**src/sdoc_pkg.sv**
```systemverilog
// shared constants and types for the staged on/off output controller
// assumes a single 10 MHz clock and a 32-bit classic wishbone register bus
package sdoc_pkg;

    // ==========================================================
    // clock and timing
    localparam int CLK_NS     = 100;
    localparam int BLINK_UNIT_NS = 1000000;
    localparam int TICK_CYC   = BLINK_UNIT_NS / CLK_NS;

    // ==========================================================
    // register byte offsets
    localparam logic [7:0] OFS_STAGE0 = 8'h00;
    localparam logic [7:0] OFS_THR0   = 8'h10;
    localparam logic [7:0] OFS_ENA    = 8'h20;
    localparam logic [7:0] OFS_OVR    = 8'h24;
    localparam logic [7:0] OFS_FLT    = 8'h28;
    localparam logic [7:0] OFS_BLINK  = 8'h2C;
    localparam logic [7:0] OFS_STATUS = 8'h30;
    localparam logic [7:0] OFS_ISTAT  = 8'h34;
    localparam logic [7:0] OFS_IMASK  = 8'h38;

    // ==========================================================
    // sizes and field values
    localparam int NSTG     = 4;
    localparam int NSRC     = 8;
    localparam int SRC_W    = 3;
    localparam int VAL_W    = 16;
    localparam int NIRQ     = 4;
    localparam logic [VAL_W-1:0] ANA_HALF  = 16'h8000;
    localparam logic [VAL_W-1:0] BLINK_RST = 16'h01F4;
    localparam logic [SRC_W-1:0] SRC_NONE  = 3'h0;

    // interrupt bit positions
    localparam int IRQ_RISE = 0;
    localparam int IRQ_FALL = 1;
    localparam int IRQ_FLT  = 2;
    localparam int IRQ_OVR  = 3;

    // ==========================================================
    // types
    typedef enum logic [1:0] {
        RESP_NORMAL,
        RESP_INVERSE,
        RESP_LATCH,
        RESP_BLINK
    } sdoc_resp_e;

    typedef enum logic [1:0] {
        FLT_SHUTOFF,
        FLT_VALUE,
        FLT_HOLD
    } sdoc_fresp_e;

    typedef struct packed {
        logic [SRC_W-1:0] src;
        logic             analog;
        sdoc_resp_e       resp;
    } sdoc_stage_s;

    typedef struct packed {
        logic [VAL_W-1:0] max;
        logic [VAL_W-1:0] min;
    } sdoc_thr_s;

    typedef struct packed {
        logic             value;
        logic             resp;
        logic             analog;
        logic [SRC_W-1:0] src;
    } sdoc_gate_s;

    typedef struct packed {
        logic        det_en;
        logic        value;
        sdoc_fresp_e resp;
    } sdoc_fault_s;

endpackage : sdoc_pkg

```
**src/sdoc_stage.sv**
```systemverilog
// one output stage: threshold conversion and response shaping
// assumes tick is a one-cycle pulse once per blink time unit
`timescale 1ns/1ns
module sdoc_stage
(
    input  wire logic                       ref_clk,
    input  wire logic                       rst_n,
    input  wire logic                       tick,
    input  wire sdoc_pkg::sdoc_stage_s      cfg,
    input  wire sdoc_pkg::sdoc_thr_s        thr,
    input  wire logic [sdoc_pkg::VAL_W-1:0] blink_rate,
    input  wire logic                       src_on,
    input  wire logic [sdoc_pkg::VAL_W-1:0] src_val,
    output logic                            cmd,
    output logic                            resp
);

    logic                       ana_r;
    logic                       prev_r;
    logic                       latch_r;
    logic                       blink_r;
    logic [sdoc_pkg::VAL_W-1:0] cnt_r;
    logic                       rise;
    logic                       used;
    logic                       cmd_on;

    assign used = (cfg.src != sdoc_pkg::SRC_NONE);

    // ==========================================================
    // command state
    // threshold with hold band
    always_ff @(posedge ref_clk or negedge rst_n)
    begin
        if (!rst_n)
            ana_r <= 1'b0;
        else if (src_val <= thr.min)
            ana_r <= 1'b0;
        else if (src_val >= thr.max)
            ana_r <= 1'b1;
    end

    assign cmd_on = used & (cfg.analog ? ana_r : src_on);
    assign rise   = cmd_on & ~prev_r;
    // in RESP_LATCH mode a set latch keeps its stage true
    assign cmd    = cmd_on | (used & latch_r &
                              (cfg.resp == sdoc_pkg::RESP_LATCH));

    always_ff @(posedge ref_clk or negedge rst_n)
    begin
        if (!rst_n)
            prev_r <= 1'b0;
        else
            prev_r <= cmd_on;
    end

    // ==========================================================
    // response state
    // toggle on rising command
    always_ff @(posedge ref_clk or negedge rst_n)
    begin
        if (!rst_n)
            latch_r <= 1'b0;
        else if (rise)
            latch_r <= ~latch_r;
    end

    always_ff @(posedge ref_clk or negedge rst_n)
    begin
        if (!rst_n)
        begin
            blink_r <= 1'b0;
            cnt_r   <= '0;
        end
        else if (!cmd_on)
        begin
            blink_r <= 1'b0;
            cnt_r   <= '0;
        end
        else if (rise)
        begin
            blink_r <= 1'b1;
            cnt_r   <= '0;
        end
        else if (tick)
        begin
            // a rate of zero behaves as one unit
            if (cnt_r + 16'h0001 >= blink_rate)
            begin
                blink_r <= ~blink_r;
                cnt_r   <= '0;
            end
            else
                cnt_r <= cnt_r + 16'h0001;
        end
    end

    always_comb
    begin
        unique case (cfg.resp)
            sdoc_pkg::RESP_NORMAL:  resp = cmd_on;
            sdoc_pkg::RESP_INVERSE: resp = ~cmd_on;
            sdoc_pkg::RESP_LATCH:   resp = latch_r;
            sdoc_pkg::RESP_BLINK:   resp = blink_r;
        endcase
    end

endmodule : sdoc_stage

```
**src/sdoc_top.sv**
```systemverilog
// staged on/off output controller with wishbone registers
// assumes sources, faults and feedback error are synchronous to ref_clk
//
// The register addresses and register access over Wishbone were decided locally.
`timescale 1ns/1ns
module sdoc_top
#(
    parameter int TICK_CYC = sdoc_pkg::TICK_CYC
)
(
    input  wire logic                                        ref_clk,
    input  wire logic                                        rst_n,
    input  wire logic                                        wb_cyc_i,
    input  wire logic                                        wb_stb_i,
    input  wire logic                                        wb_we_i,
    input  wire logic [7:0]                                  wb_adr_i,
    input  wire logic [3:0]                                  wb_sel_i,
    input  wire logic [31:0]                                 wb_dat_i,
    output logic [31:0]                                      wb_dat_o,
    output logic                                             wb_ack_o,
    input  wire logic [sdoc_pkg::NSRC-1:0]                   src_on,
    input  wire logic [sdoc_pkg::NSRC-1:0][sdoc_pkg::VAL_W-1:0] src_val,
    input  wire logic [sdoc_pkg::NSRC-1:0]                   src_fault,
    input  wire logic                                        fb_err,
    output logic                                             out_r,
    output logic                                             irq_r
);

    // ==========================================================
    // configuration registers
    sdoc_pkg::sdoc_stage_s [sdoc_pkg::NSTG-1:0] stage_r;
    sdoc_pkg::sdoc_thr_s   [sdoc_pkg::NSTG-1:0] thr_r;
    sdoc_pkg::sdoc_gate_s                       ena_r;
    sdoc_pkg::sdoc_gate_s                       ovr_r;
    sdoc_pkg::sdoc_fault_s                      flt_r;
    logic [sdoc_pkg::VAL_W-1:0]                 blink_r;
    logic [sdoc_pkg::NIRQ-1:0]                  istat_r;
    logic [sdoc_pkg::NIRQ-1:0]                  imask_r;

    logic [sdoc_pkg::NSTG-1:0]                  st_cmd;
    logic [sdoc_pkg::NSTG-1:0]                  st_resp;
    logic [1:0]                                 win;
    logic                                       any_true;
    logic                                       ena_ok;
    logic                                       ovr_act;
    logic                                       fault_any;
    logic                                       out_nxt;
    logic                                       fault_prev_r;
    logic                                       ovr_prev_r;
    logic [15:0]                                tick_cnt_r;
    logic                                       tick_r;
    logic                                       wr;
    logic                                       rd_go;
    logic [sdoc_pkg::NIRQ-1:0]                  ev;

    localparam int STG_W = $bits(sdoc_pkg::sdoc_stage_s);
    localparam int GAT_W = $bits(sdoc_pkg::sdoc_gate_s);
    localparam int FLT_W = $bits(sdoc_pkg::sdoc_fault_s);

    // ==========================================================
    // decode helpers
    function automatic logic gate_level(
        input sdoc_pkg::sdoc_gate_s               g,
        input logic [sdoc_pkg::NSRC-1:0]          on,
        input logic [sdoc_pkg::NSRC-1:0][sdoc_pkg::VAL_W-1:0] val
    );
        logic lvl;
        lvl = g.analog ? (val[g.src] >= sdoc_pkg::ANA_HALF) : on[g.src];
        return lvl;
    endfunction : gate_level

    function automatic logic [31:0] merge(
        input logic [31:0] old,
        input logic [31:0] dat,
        input logic [3:0]  sel
    );
        logic [31:0] res;
        res = old;
        for (int b = 0; b < 4; b++)
            if (sel[b])
                res[b*8 +: 8] = dat[b*8 +: 8];
        return res;
    endfunction : merge

    // ==========================================================
    // blink time base
    // one divider pulse per time unit, shared by all stages
    always_ff @(posedge ref_clk or negedge rst_n)
    begin
        if (!rst_n)
        begin
            tick_cnt_r <= '0;
            tick_r     <= 1'b0;
        end
        else if (tick_cnt_r == 16'(TICK_CYC - 1))
        begin
            tick_cnt_r <= '0;
            tick_r     <= 1'b1;
        end
        else
        begin
            tick_cnt_r <= tick_cnt_r + 16'h0001;
            tick_r     <= 1'b0;
        end
    end

    // ==========================================================
    // stages
    // four independent stages
    generate
        for (genvar s = 0; s < sdoc_pkg::NSTG; s++)
        begin : g_stage
            sdoc_stage u_stage
            (
                .ref_clk    (ref_clk),
                .rst_n      (rst_n),
                .tick       (tick_r),
                .cfg        (stage_r[s]),
                .thr        (thr_r[s]),
                .blink_rate (blink_r),
                .src_on     (src_on[stage_r[s].src]),
                .src_val    (src_val[stage_r[s].src]),
                .cmd        (st_cmd[s]),
                .resp       (st_resp[s])
            );
        end
    endgenerate

    always_comb
    begin
        win      = 2'h0;
        any_true = 1'b0;
        for (int s = 0; s < sdoc_pkg::NSTG; s++)
            if (st_cmd[s])
            begin
                win      = 2'(s);
                any_true = 1'b1;
            end
    end

    // ==========================================================
    // enable, override and fault
    // enable polarity select
    assign ena_ok = (ena_r.src == sdoc_pkg::SRC_NONE) ? 1'b1 :
                    (gate_level(ena_r, src_on, src_val) ^ ena_r.resp);

    assign ovr_act = (ovr_r.src != sdoc_pkg::SRC_NONE) &&
                     (gate_level(ovr_r, src_on, src_val) ^ ovr_r.resp);

    always_comb
    begin
        fault_any = flt_r.det_en & fb_err;
        if (any_true)
            fault_any = fault_any | src_fault[stage_r[win].src];
        if (ena_r.src != sdoc_pkg::SRC_NONE)
            fault_any = fault_any | src_fault[ena_r.src];
        if (ovr_r.src != sdoc_pkg::SRC_NONE)
            fault_any = fault_any | src_fault[ovr_r.src];
    end

    // ==========================================================
    // output command
    // fault, then override, then enable, then stages
    always_comb
    begin
        if (fault_any)
        begin
            unique case (flt_r.resp)
                sdoc_pkg::FLT_SHUTOFF: out_nxt = 1'b0;
                sdoc_pkg::FLT_VALUE:   out_nxt = flt_r.value;
                sdoc_pkg::FLT_HOLD:    out_nxt = out_r;
                default:               out_nxt = 1'b0;
            endcase
        end
        else if (ovr_act)
            out_nxt = ovr_r.value;
        else if (!ena_ok || !any_true)
            out_nxt = 1'b0;
        else
            out_nxt = st_resp[win];
    end

    always_ff @(posedge ref_clk or negedge rst_n)
    begin
        if (!rst_n)
            out_r <= 1'b0;
        else
            out_r <= out_nxt;
    end

    // ==========================================================
    // events and interrupt
    always_ff @(posedge ref_clk or negedge rst_n)
    begin
        if (!rst_n)
        begin
            fault_prev_r <= 1'b0;
            ovr_prev_r   <= 1'b0;
        end
        else
        begin
            fault_prev_r <= fault_any;
            ovr_prev_r   <= ovr_act;
        end
    end

    always_comb
    begin
        ev                      = '0;
        ev[sdoc_pkg::IRQ_RISE]  = out_nxt & ~out_r;
        ev[sdoc_pkg::IRQ_FALL]  = ~out_nxt & out_r;
        ev[sdoc_pkg::IRQ_FLT]   = fault_any & ~fault_prev_r;
        ev[sdoc_pkg::IRQ_OVR]   = ovr_act & ~ovr_prev_r;
    end

    assign wr = wb_cyc_i & wb_stb_i & wb_we_i & ~wb_ack_o;

    // a new event wins over a write-one clear in the same cycle
    always_ff @(posedge ref_clk or negedge rst_n)
    begin
        if (!rst_n)
            istat_r <= '0;
        else if (wr && wb_adr_i == sdoc_pkg::OFS_ISTAT && wb_sel_i[0])
            istat_r <= (istat_r & ~wb_dat_i[sdoc_pkg::NIRQ-1:0]) | ev;
        else
            istat_r <= istat_r | ev;
    end

    always_ff @(posedge ref_clk or negedge rst_n)
    begin
        if (!rst_n)
            irq_r <= 1'b0;
        else
            irq_r <= |(istat_r & imask_r);
    end

    // ==========================================================
    // register writes
    always_ff @(posedge ref_clk or negedge rst_n)
    begin
        if (!rst_n)
        begin
            stage_r <= '0;
            thr_r   <= '0;
            ena_r   <= '0;
            ovr_r   <= '0;
            flt_r   <= '0;
            blink_r <= sdoc_pkg::BLINK_RST;
            imask_r <= '0;
        end
        else if (wr)
        begin
            for (int s = 0; s < sdoc_pkg::NSTG; s++)
            begin
                if (wb_adr_i == sdoc_pkg::OFS_STAGE0 + 8'(4 * s))
                    stage_r[s] <= STG_W'(merge(32'(stage_r[s]), wb_dat_i,
                                               wb_sel_i));
                if (wb_adr_i == sdoc_pkg::OFS_THR0 + 8'(4 * s))
                    thr_r[s] <= merge(thr_r[s], wb_dat_i, wb_sel_i);
            end
            unique case (wb_adr_i)
                sdoc_pkg::OFS_ENA:
                    ena_r <= GAT_W'(merge(32'(ena_r), wb_dat_i, wb_sel_i));
                sdoc_pkg::OFS_OVR:
                    ovr_r <= GAT_W'(merge(32'(ovr_r), wb_dat_i, wb_sel_i));
                sdoc_pkg::OFS_FLT:
                    flt_r <= FLT_W'(merge(32'(flt_r), wb_dat_i, wb_sel_i));
                sdoc_pkg::OFS_BLINK:
                    blink_r <= sdoc_pkg::VAL_W'(merge(32'(blink_r), wb_dat_i,
                                                      wb_sel_i));
                sdoc_pkg::OFS_IMASK:
                    imask_r <= sdoc_pkg::NIRQ'(merge(32'(imask_r), wb_dat_i,
                                                     wb_sel_i));
                default:
                    imask_r <= imask_r;
            endcase
        end
    end

    // ==========================================================
    // bus answer: ack one cycle after the request, data registered
    assign rd_go = wb_cyc_i & wb_stb_i & ~wb_ack_o;

    always_ff @(posedge ref_clk or negedge rst_n)
    begin
        if (!rst_n)
            wb_ack_o <= 1'b0;
        else
            wb_ack_o <= rd_go;
    end

    always_ff @(posedge ref_clk or negedge rst_n)
    begin
        if (!rst_n)
            wb_dat_o <= '0;
        else if (rd_go && !wb_we_i)
        begin
            wb_dat_o <= '0;
            for (int s = 0; s < sdoc_pkg::NSTG; s++)
            begin
                if (wb_adr_i == sdoc_pkg::OFS_STAGE0 + 8'(4 * s))
                    wb_dat_o <= 32'(stage_r[s]);
                if (wb_adr_i == sdoc_pkg::OFS_THR0 + 8'(4 * s))
                    wb_dat_o <= thr_r[s];
            end
            unique case (wb_adr_i)
                sdoc_pkg::OFS_ENA:    wb_dat_o <= 32'(ena_r);
                sdoc_pkg::OFS_OVR:    wb_dat_o <= 32'(ovr_r);
                sdoc_pkg::OFS_FLT:    wb_dat_o <= 32'(flt_r);
                sdoc_pkg::OFS_BLINK:  wb_dat_o <= 32'(blink_r);
                sdoc_pkg::OFS_STATUS:
                    wb_dat_o <= 32'({ena_ok, ovr_act, fault_any,
                                     any_true, win, out_r});
                sdoc_pkg::OFS_ISTAT:  wb_dat_o <= 32'(istat_r);
                sdoc_pkg::OFS_IMASK:  wb_dat_o <= 32'(imask_r);
                default:              ;
            endcase
        end
    end

endmodule : sdoc_top

```
**config.mk**
```make
export PLATFORM = sky130hd
export DESIGN_NAME = sdoc_top
export DESIGN_NICKNAME = d
export VERILOG_FILES = /design/src/sdoc_pkg.sv /design/src/sdoc_stage.sv /design/src/sdoc_top.sv
export SDC_FILE = /design/constraint.sdc
export NUM_CORES = 1
export LEC_CHECK = 0
export BUFFER_PORTS_ARGS = -buffer_cell sky130_fd_sc_hd__clkbuf_2
export CAP_MARGIN = 0
export CORE_ASPECT_RATIO = 1.4
export CORE_MARGIN = 3
export CORE_UTILIZATION = 40
export DETAILED_ROUTE_END_ITERATION = 16
export PLACE_DENSITY_LB_ADDON = 0.25
export SLEW_MARGIN = 25
export SYNTH_ARGS = -nofsm -noshare
export SYNTH_HDL_FRONTEND = slang
export SYNTH_SLANG_ARGS = --single-unit
```
**constraint.sdc**
```tcl
create_clock -name ref_clk -period 3.9 [get_ports ref_clk]
set_input_delay 0.39 -clock ref_clk [delete_from_list [all_inputs] [get_ports ref_clk]]
set_output_delay 0.39 -clock ref_clk [all_outputs]
set_load 0.005 [all_outputs]
```
==> Yosys cells after proc, flatten, opt, wreduce, memory -nomap -nowiden <==
Cells that the tools add are included.
{ "word_totals": {"regBits": 326, "in_bits": 194, "output_inout_bits": 35, "word_cells": 361} }
{ "classes": {"add_sub_neg": 5, "order_cmp": 22, "n_eq_ne": 37, "muxes": 111, "n_bitwise": 60, "n_reduce_logical": 55} }
{ "ops": {"columns": ["operator", "count"], "rows": [
  ["16-bit two-way mux", 23],
  ["16-bit binary-select mux with 3-bit select", 6],
  ["32-bit two-way mux", 7],
  ["32-bit case mux with 7 select lines", 1],
  ["16-bit greater-or-equal comparator", 8],
  ["16-bit by 1-bit adder with 16-bit output, second input constant", 5],
  ["3-bit AND reduction", 26],
  ["16-bit <= comparator", 4],
  ["8-bit by 6-bit == test with 1-bit output, second input constant", 7],
  ["1-bit two-way mux", 53],
  ["8-bit by 5-bit == test with 1-bit output, second input constant", 4],
  ["16-bit greater-or-equal comparator, second input constant", 2],
  ["3-bit by 4-bit less-than comparator with 1-bit output, second input constant", 7],
  ["1-bit binary-select mux with 3-bit select", 9],
  ["1-bit AND", 25],
  ["3-bit by 2-bit inequality test with 1-bit output, second input constant", 8],
  ["1-bit NOT", 21],
  ["2-bit == test, second input constant", 9],
  ["3-bit nonzero test", 6],
  ["16-bit by 14-bit == test with 1-bit output, second input constant", 1],
  ["8-bit by 4-bit == test with 1-bit output, second input constant", 2],
  ["1-bit case mux with 4 select lines", 4],
  ["6-bit binary-select mux with 2-bit select", 1],
  ["6-bit two-way mux", 2],
  ["21 further kinds", 49]
]} }

==> Longest topological paths before layout <==
{ "logic_depth": {"ltp_word": 23, "ltp_mapped": 19, "ltp_nobuf": 17} }

==> By module <==
From an unflattened synthesis, not the netlist that was laid out.
{ "unflattened": {"cells_unflattened": 2318, "area_unflattened_um2": 24955.2} }
{ "by_module_without_submodules": {"columns": ["module", "n_inst", "cells_per_inst", "area_each_um2", "seq_area_each_um2"], "rows": [
  ["sdoc_top", 1, 1166, 15441.1, 6163.4],
  ["sdoc_stage", 4, 288, 2378.5, 500.5]
]} }

==> Least setup slack after synthesis <==
No wires, ideal clock.
{ "synth_timing": {"path_type": "reg-to-reg", "from": "register stage_r[21] (netlist name)", "to": "register g_stage[3].u_stage.ana_r", "setup_time_ps": 143, "arrival_time_ps": 3651, "required_ps": 3757, "slack_ps": 105, "stages_incl_launch_ff": 17, "n_path_buf": 2, "synth_period_minus_slack_ps": 3795, "cell_sequence": "dfrtp_1 > buf_2 > buf_1 > mux4_2 > mux2i_1 > ha_1 > nand2b_1 > a21o_1 > a21o_1 > a21o_1 > a21o_1 > a21o_1 > a21o_1 > a21o_1 > a21oi_1 > o31a_1 > a211oi_1"} }
{ "synth_via": {"elab_chain_cells": 4, "elab_cells_between_ends": 6, "cone_classes": "2 x order compare; 3 x mux; 1 x reduce/logical"} }
{ "synth_rtl": {"columns": ["item", "line_no", "source"], "rows": [
  ["start: declaration", "sdoc_top.sv:31", "sdoc_pkg::sdoc_stage_s [sdoc_pkg::NSTG-1:0] stage_r;"],
  ["start signal: indexed assignment", "sdoc_top.sv:256", "stage_r[s] <= STG_W'(merge(32'(stage_r[s]), wb_dat_i,"],
  ["16-bit binary-select mux with 3-bit select *", "sdoc_top.sv:122", ".src_val (src_val[stage_r[s].src]),"],
  ["16-bit two-way mux (not written as such) *", "sdoc_top.sv:122", null],
  ["16-bit <= comparator / 16-bit greater-or-equal comparator (equally long branches)", "sdoc_stage.sv:36, sdoc_stage.sv:38", null],
  ["1-bit two-way mux / 2-bit nonzero test (equally long branches)", null, null],
  ["end signal: assignment", "sdoc_stage.sv:35", "ana_r <= 1'b0;"],
  ["end signal: assignment", "sdoc_stage.sv:37", "ana_r <= 1'b0;"],
  ["end signal: assignment", "sdoc_stage.sv:39", "ana_r <= 1'b1;"],
  ["end: declaration", "sdoc_stage.sv:18", "logic ana_r;"]
]} }
Mark *: on every way between the ends. The rest lies on a longest branch, timed or not. The select of a mux whose other input is x is not followed.
A chain may end at the register's enable or synchronous reset.

==> Worst setup path after layout <==
{ "layout_timing": {"from": "register stage_r[15] (netlist name)", "to": "register istat_r[0] (netlist name)"} }
{ "layout_via": {"elab_chain_cells": 21, "elab_cells_between_ends": 35, "cone_classes": "21 x mux; 11 x bitwise; 3 x reduce/logical"} }
{ "layout_rtl": {"columns": ["item", "line_no", "source"], "rows": [
  ["1-bit binary-select mux with 3-bit select", "sdoc_top.sv:121", ".src_on (src_on[stage_r[s].src]),"],
  ["1-bit two-way mux (not written as such)", "sdoc_top.sv:121", null],
  ["1-bit two-way mux", "sdoc_stage.sv:42", "assign cmd_on = used & (cfg.analog ? ana_r : src_on);"],
  ["1-bit AND", "sdoc_stage.sv:42", null],
  ["1-bit OR", "sdoc_stage.sv:45", "assign cmd = cmd_on | (used & latch_r &"],
  ["2-bit two-way mux (2 in a row)", "sdoc_top.sv:134", "if (st_cmd[s])"],
  ["6-bit binary-select mux with 2-bit select", "sdoc_top.sv:154", "fault_any = fault_any | src_fault[stage_r[win].src];"],
  ["6-bit two-way mux (not written as such)", "sdoc_top.sv:154", null],
  ["[... 6 more ...]", null, null],
  ["1-bit OR", "sdoc_top.sv:158", "fault_any = fault_any | src_fault[ovr_r.src];"],
  ["1-bit two-way mux *", "sdoc_top.sv:157", "if (ovr_r.src != sdoc_pkg::SRC_NONE)"],
  ["named net fault_any", "sdoc_top.sv:46", "logic fault_any;"],
  ["1-bit two-way mux *", "sdoc_top.sv:166", "if (fault_any)"],
  ["named net out_nxt", "sdoc_top.sv:47", "logic out_nxt;"],
  ["1-bit AND *", "sdoc_top.sv:210", "ev[sdoc_pkg::IRQ_RISE] = out_nxt & ~out_r;"],
  ["4-bit OR, on equally long branches", "sdoc_top.sv:226, sdoc_top.sv:224", null],
  ["4-bit two-way mux *", "sdoc_top.sv:223", "else if (wr && wb_adr_i == sdoc_pkg::OFS_ISTAT && wb_sel_i[0])"],
  ["end signal: assignment", "sdoc_top.sv:224", "istat_r <= (istat_r & ~wb_dat_i[sdoc_pkg::NIRQ-1:0]) | ev;"],
  ["end signal: assignment", "sdoc_top.sv:226", "istat_r <= istat_r | ev;"],
  ["end: declaration", "sdoc_top.sv:37", "logic [sdoc_pkg::NIRQ-1:0] istat_r;"]
]} }
Mark *: on every way through the listed nets, which the timed path passes. The rest lies on a longest branch. The select of a mux whose other input is x is not followed.

==> results.py <==
metrics = {
    "detailed_routing": {
        "drc": 0,
        "dr.first_iter.drc_count": 1310,
        "dr.pass1.iters": 7,
        "vias_per_cell": 6.01,
        "antenna_left": 0,
        "wl_um": 78900,
        "avgRoutedWirePerCell_um": 24.0,
        "vias": 19700,
    },
    "synth": {
        "syn_area_sq_mm": 0.0240,
        "ys_ff_latch": 326,
        "synthTopCellsByArea": "dfrtp_1 33%, mux4_2 13%, mux2_2 11%, ha_1 10%, nand2_1 3.2%",
        "yosys_warnings": 0,
        "synth_edf_count": 0,
        "seq_area_frac_synth_pct": 34.0,
        "synth.avg_cell_area_sq_um": 10.7,
        "async_reset_ff_share_pct": 100,
        "synth_top_area_share_pct": 33.3,
        "synth_cell_types": 78,
        "synth_top_flop_cell": "dfrtp_1",
        "synthCells": 2253,
        "synth_top_cell_by_area": "dfrtp_1",
        "synth_nets": 2646,
    },
    "floorplanning": {
        "rows": 105,
        "fp.dieH_um": 296,
        "die_area_sq_mm": 0.0631,
        "die_x_um": 213,
        "design.core.area_sq_mm": 0.0590,
        "start_util_pct": 40.7,
        "io_pins": 229,
    },
    "critical_path": {
        "arrival_ps": 4070,
        "critical_path_class": "reg -> reg",
        "crit_path_end_kind": "flip-flop",
        "critPathLaunchType": "flip-flop",
        "cp.required_ps": 4320,
        "cp_max_fo": 11,
    },
    "placed_design": {
        "dpl.hpwl_um": 61800,
        "place_congestion": 0.962,
        "dp_cells": 3212,
        "port_buffers": 228,
    },
    "sta": {
        "slew_viol_final": 0,
        "final-setup-viol-count": 0,
        "tns_ps": 0,
        "fin_crit_ps": 3650,
        "fmax_mhz": 274,
        "worst_pin_slew_ps": 934,
        "slew_headroom_pct": 37.7,
        "skew_ps": 9.61,
        "grt_setup_unrepaired": "no",
        "fin_crit_sh_pct": 93.7,
        "hold_violations": 0,
    },
    "power_and_ir_drop": {
        "clockPowerShare_pct": 44.9,
        "powerDensity_mw_per_mm2": 295,
        "p_seq_share_pct": 43.5,
        "p_sw_share_pct": 25.4,
        "leakage_nw": 12.4,
        "power.internal_mw": 6.10,
        "ir_worst_vdd_mv": 0.226,
        "p_switching_mw": 2.07,
        "share_comb_of_total_power_pct": 11.5,
    },
    "clocking": {
        "h-tree-depth": 2,
        "clk_pin_slew_worst_paths_ps": 60,
        "cts_root_buf": "clkbuf_16",
        "tritoncts": "done",
        "cts_sinks": 326,
        "numCtsBuffers": 36,
        "clk_latency_ps": 540,
        "clk_path_buf_depth": 3,
    },
    "status": {
        "outcome": "finished clean",
    },
    "min_path": {
        "hold_class": "in -> reg",
    },
    "layout": {
        "final_nets": 2896,
        "final-seq-area_sq_mm": 0.00817,
        "drive_above_1_share_pct": 31.5,
        "fin_cells": 3281,
        "fillCellCount": 5352,
        "area_delta_synth_final_pct": 15.4,
        "multi_input_area_sq_mm": 0.0150,
    },
    "global_route": {
        "grt_pass1_vias": 20500,
        "grt_pass1_wl_um": 121000,
        "overflow": 0,
        "antenna_found_initial": 2,
        "grt_max_degree": 106,
        "grt_usage_pct": 24.8,
    },
    "job": {
        "cap_violations": 0,
    },
}
cell usage in the layout, fill, tap and decap left out, drive strengths merged, types with 45 or more instances in the layout:
master and instances:
dfrtp 320, buf 85, ha 199, nand2 204
xor2 45, o21ai 105, mux4 141, clkbuf 281
mux2 239, nand3 56, inv 155, a21o 73
nor2 111, a22oi 65, a21oi 61
critical path: stages, from the launching register on:
cell and delay [ps]:
dfrtp_2 470, buf_4 220, mux2i_1 120, and3_1 190, o41ai_2 580, o21bai_2 200, or2_1 240, a31oi_1 200
or2b_2 320, a211o_2 330, o311ai_4 100, mux2_4 330, a22o_1 230
power groups by stage:
| stage | Clock [mW] | Combinational, mW | Sequential [mW] |
|---|---|---|---|
| floorplan | 0 | 0.450 | 3.58 |
| global placement | 0 | 0.922 | 3.62 |
| detailed placement | 0 | 0.943 | 3.62 |
| CTS | 3.73 | 0.949 | 3.56 |
| global route | 3.86 | 1.04 | 3.57 |
| finish | 3.67 | 0.942 | 3.56 |
logic make-up (layout without fill, tap and decap cells):
group	Yosys count	count (layout)	synth area share (%)
muxes	394	394	25.0
and+or+nand+nor	565	565	11.3
xor gates and xnor gates	76	76	2.77
buffers and inverters	254	532	4.21
DFF	326	326	34.0
other	0	1	0
AOI/OAI and AO/OA	439	439	12.4
adders and majority gates	199	199	10.4
stage by stage:
step | power, mW | hold slack, ps | utilization [%] | instance area, sq um | setup WS (ps)
finish | 8.17 | 135 | 47.0 | 27700 | 247
global route | 8.46 | 135 | 47.0 | 27700 | 3.85
CTS | 8.24 | 109 | 46.8 | 27600 | 28.6
detailed placement | 4.56 | 430 | 44.7 | 26400 | 10.1
global placement | 4.54 | 419 | 44.7 | 26400 | 86.2
floorplan | 4.03 | 94.4 | - | 24000 | 105
layout make-up:
type	count	area share, %
clock buffer	54	3.78
antenna	1	0.00902
timing repair buffer	313	6.58
clock inverter	12	0.704
tap	749	3.38
multi-input combinational	1673	54.0
sequential	326	29.5
inverter	153	2.07
synthesized netlist by cell type, drive strengths merged, types with 4 or more instances:
cell	n
inv	153
nand4	31
a31oi	29
a21o	73
buf	24
a22oi	65
mux4	141
nand2b	37
nor3	21
a21oi	61
nor3b	4
or3	5
xor2	45
mux2	239
nand3	56
nor2	111
nand3b	9
o22ai	6
nor4b	5
and4	5
a2111oi	5
nor4	5
nand2	204
a221oi	9
clkbuf	77
o21a	7
o21ai	105
o211a	4
nor2b	27
o311ai	4
dfrtp	320
xnor2	31
and3	31
mux2i	14
a22o	16
a211oi	10
o31ai	5
ha	199
dfstp	6
a222oi	11
or2	10
state kept, by name, indices dropped and copies added, names as in the netlist, 6 cells and up:
| register | cells |
|---|---|
| thr_r | 128 |
| g_stage.u_stage.cnt_r | 64 |
| wb_dat_o | 32 |
| stage_r | 24 |
| blink_r | 16 |
| tick_cnt_r | 16 |
| ena_r | 6 |
| ovr_r | 6 |
what timing repair did:
item	CTS	global route
pin swaps	0	1
setup endpoints to repair	3	37
setup buffers	0	1
gates resized for setup	1	23
hold endpoints to repair	96	0
hold buffers	1	0
worst paths after layout:
kind                              start                           to  slack [ps]  cells after the start
max                         stage_r[15]                   istat_r[0]         250                     12
min                        wb_dat_i[23]                   thr_r[119]         140                      2
min in group asynchronous         rst_n                 wb_dat_o[16]         440                      2
max reg2reg                 stage_r[15]                   istat_r[0]         250                     12
min reg2reg                  ovr_prev_r                   istat_r[3]         440                      1
max in group asynchronous         rst_n  g_stage[0].u_stage.cnt_r[2]        2270                      3
per-layer routing:
metal / share of wire [%] / GRT usage (%)
met1: 39 / 30.0
met2: 51 / 44.2
met3: 4.6 / 2.78
met4: 5.3 / 11.8
met5: 0.018 / 0
No activity file was read; power rests on OpenSTA's default activity.
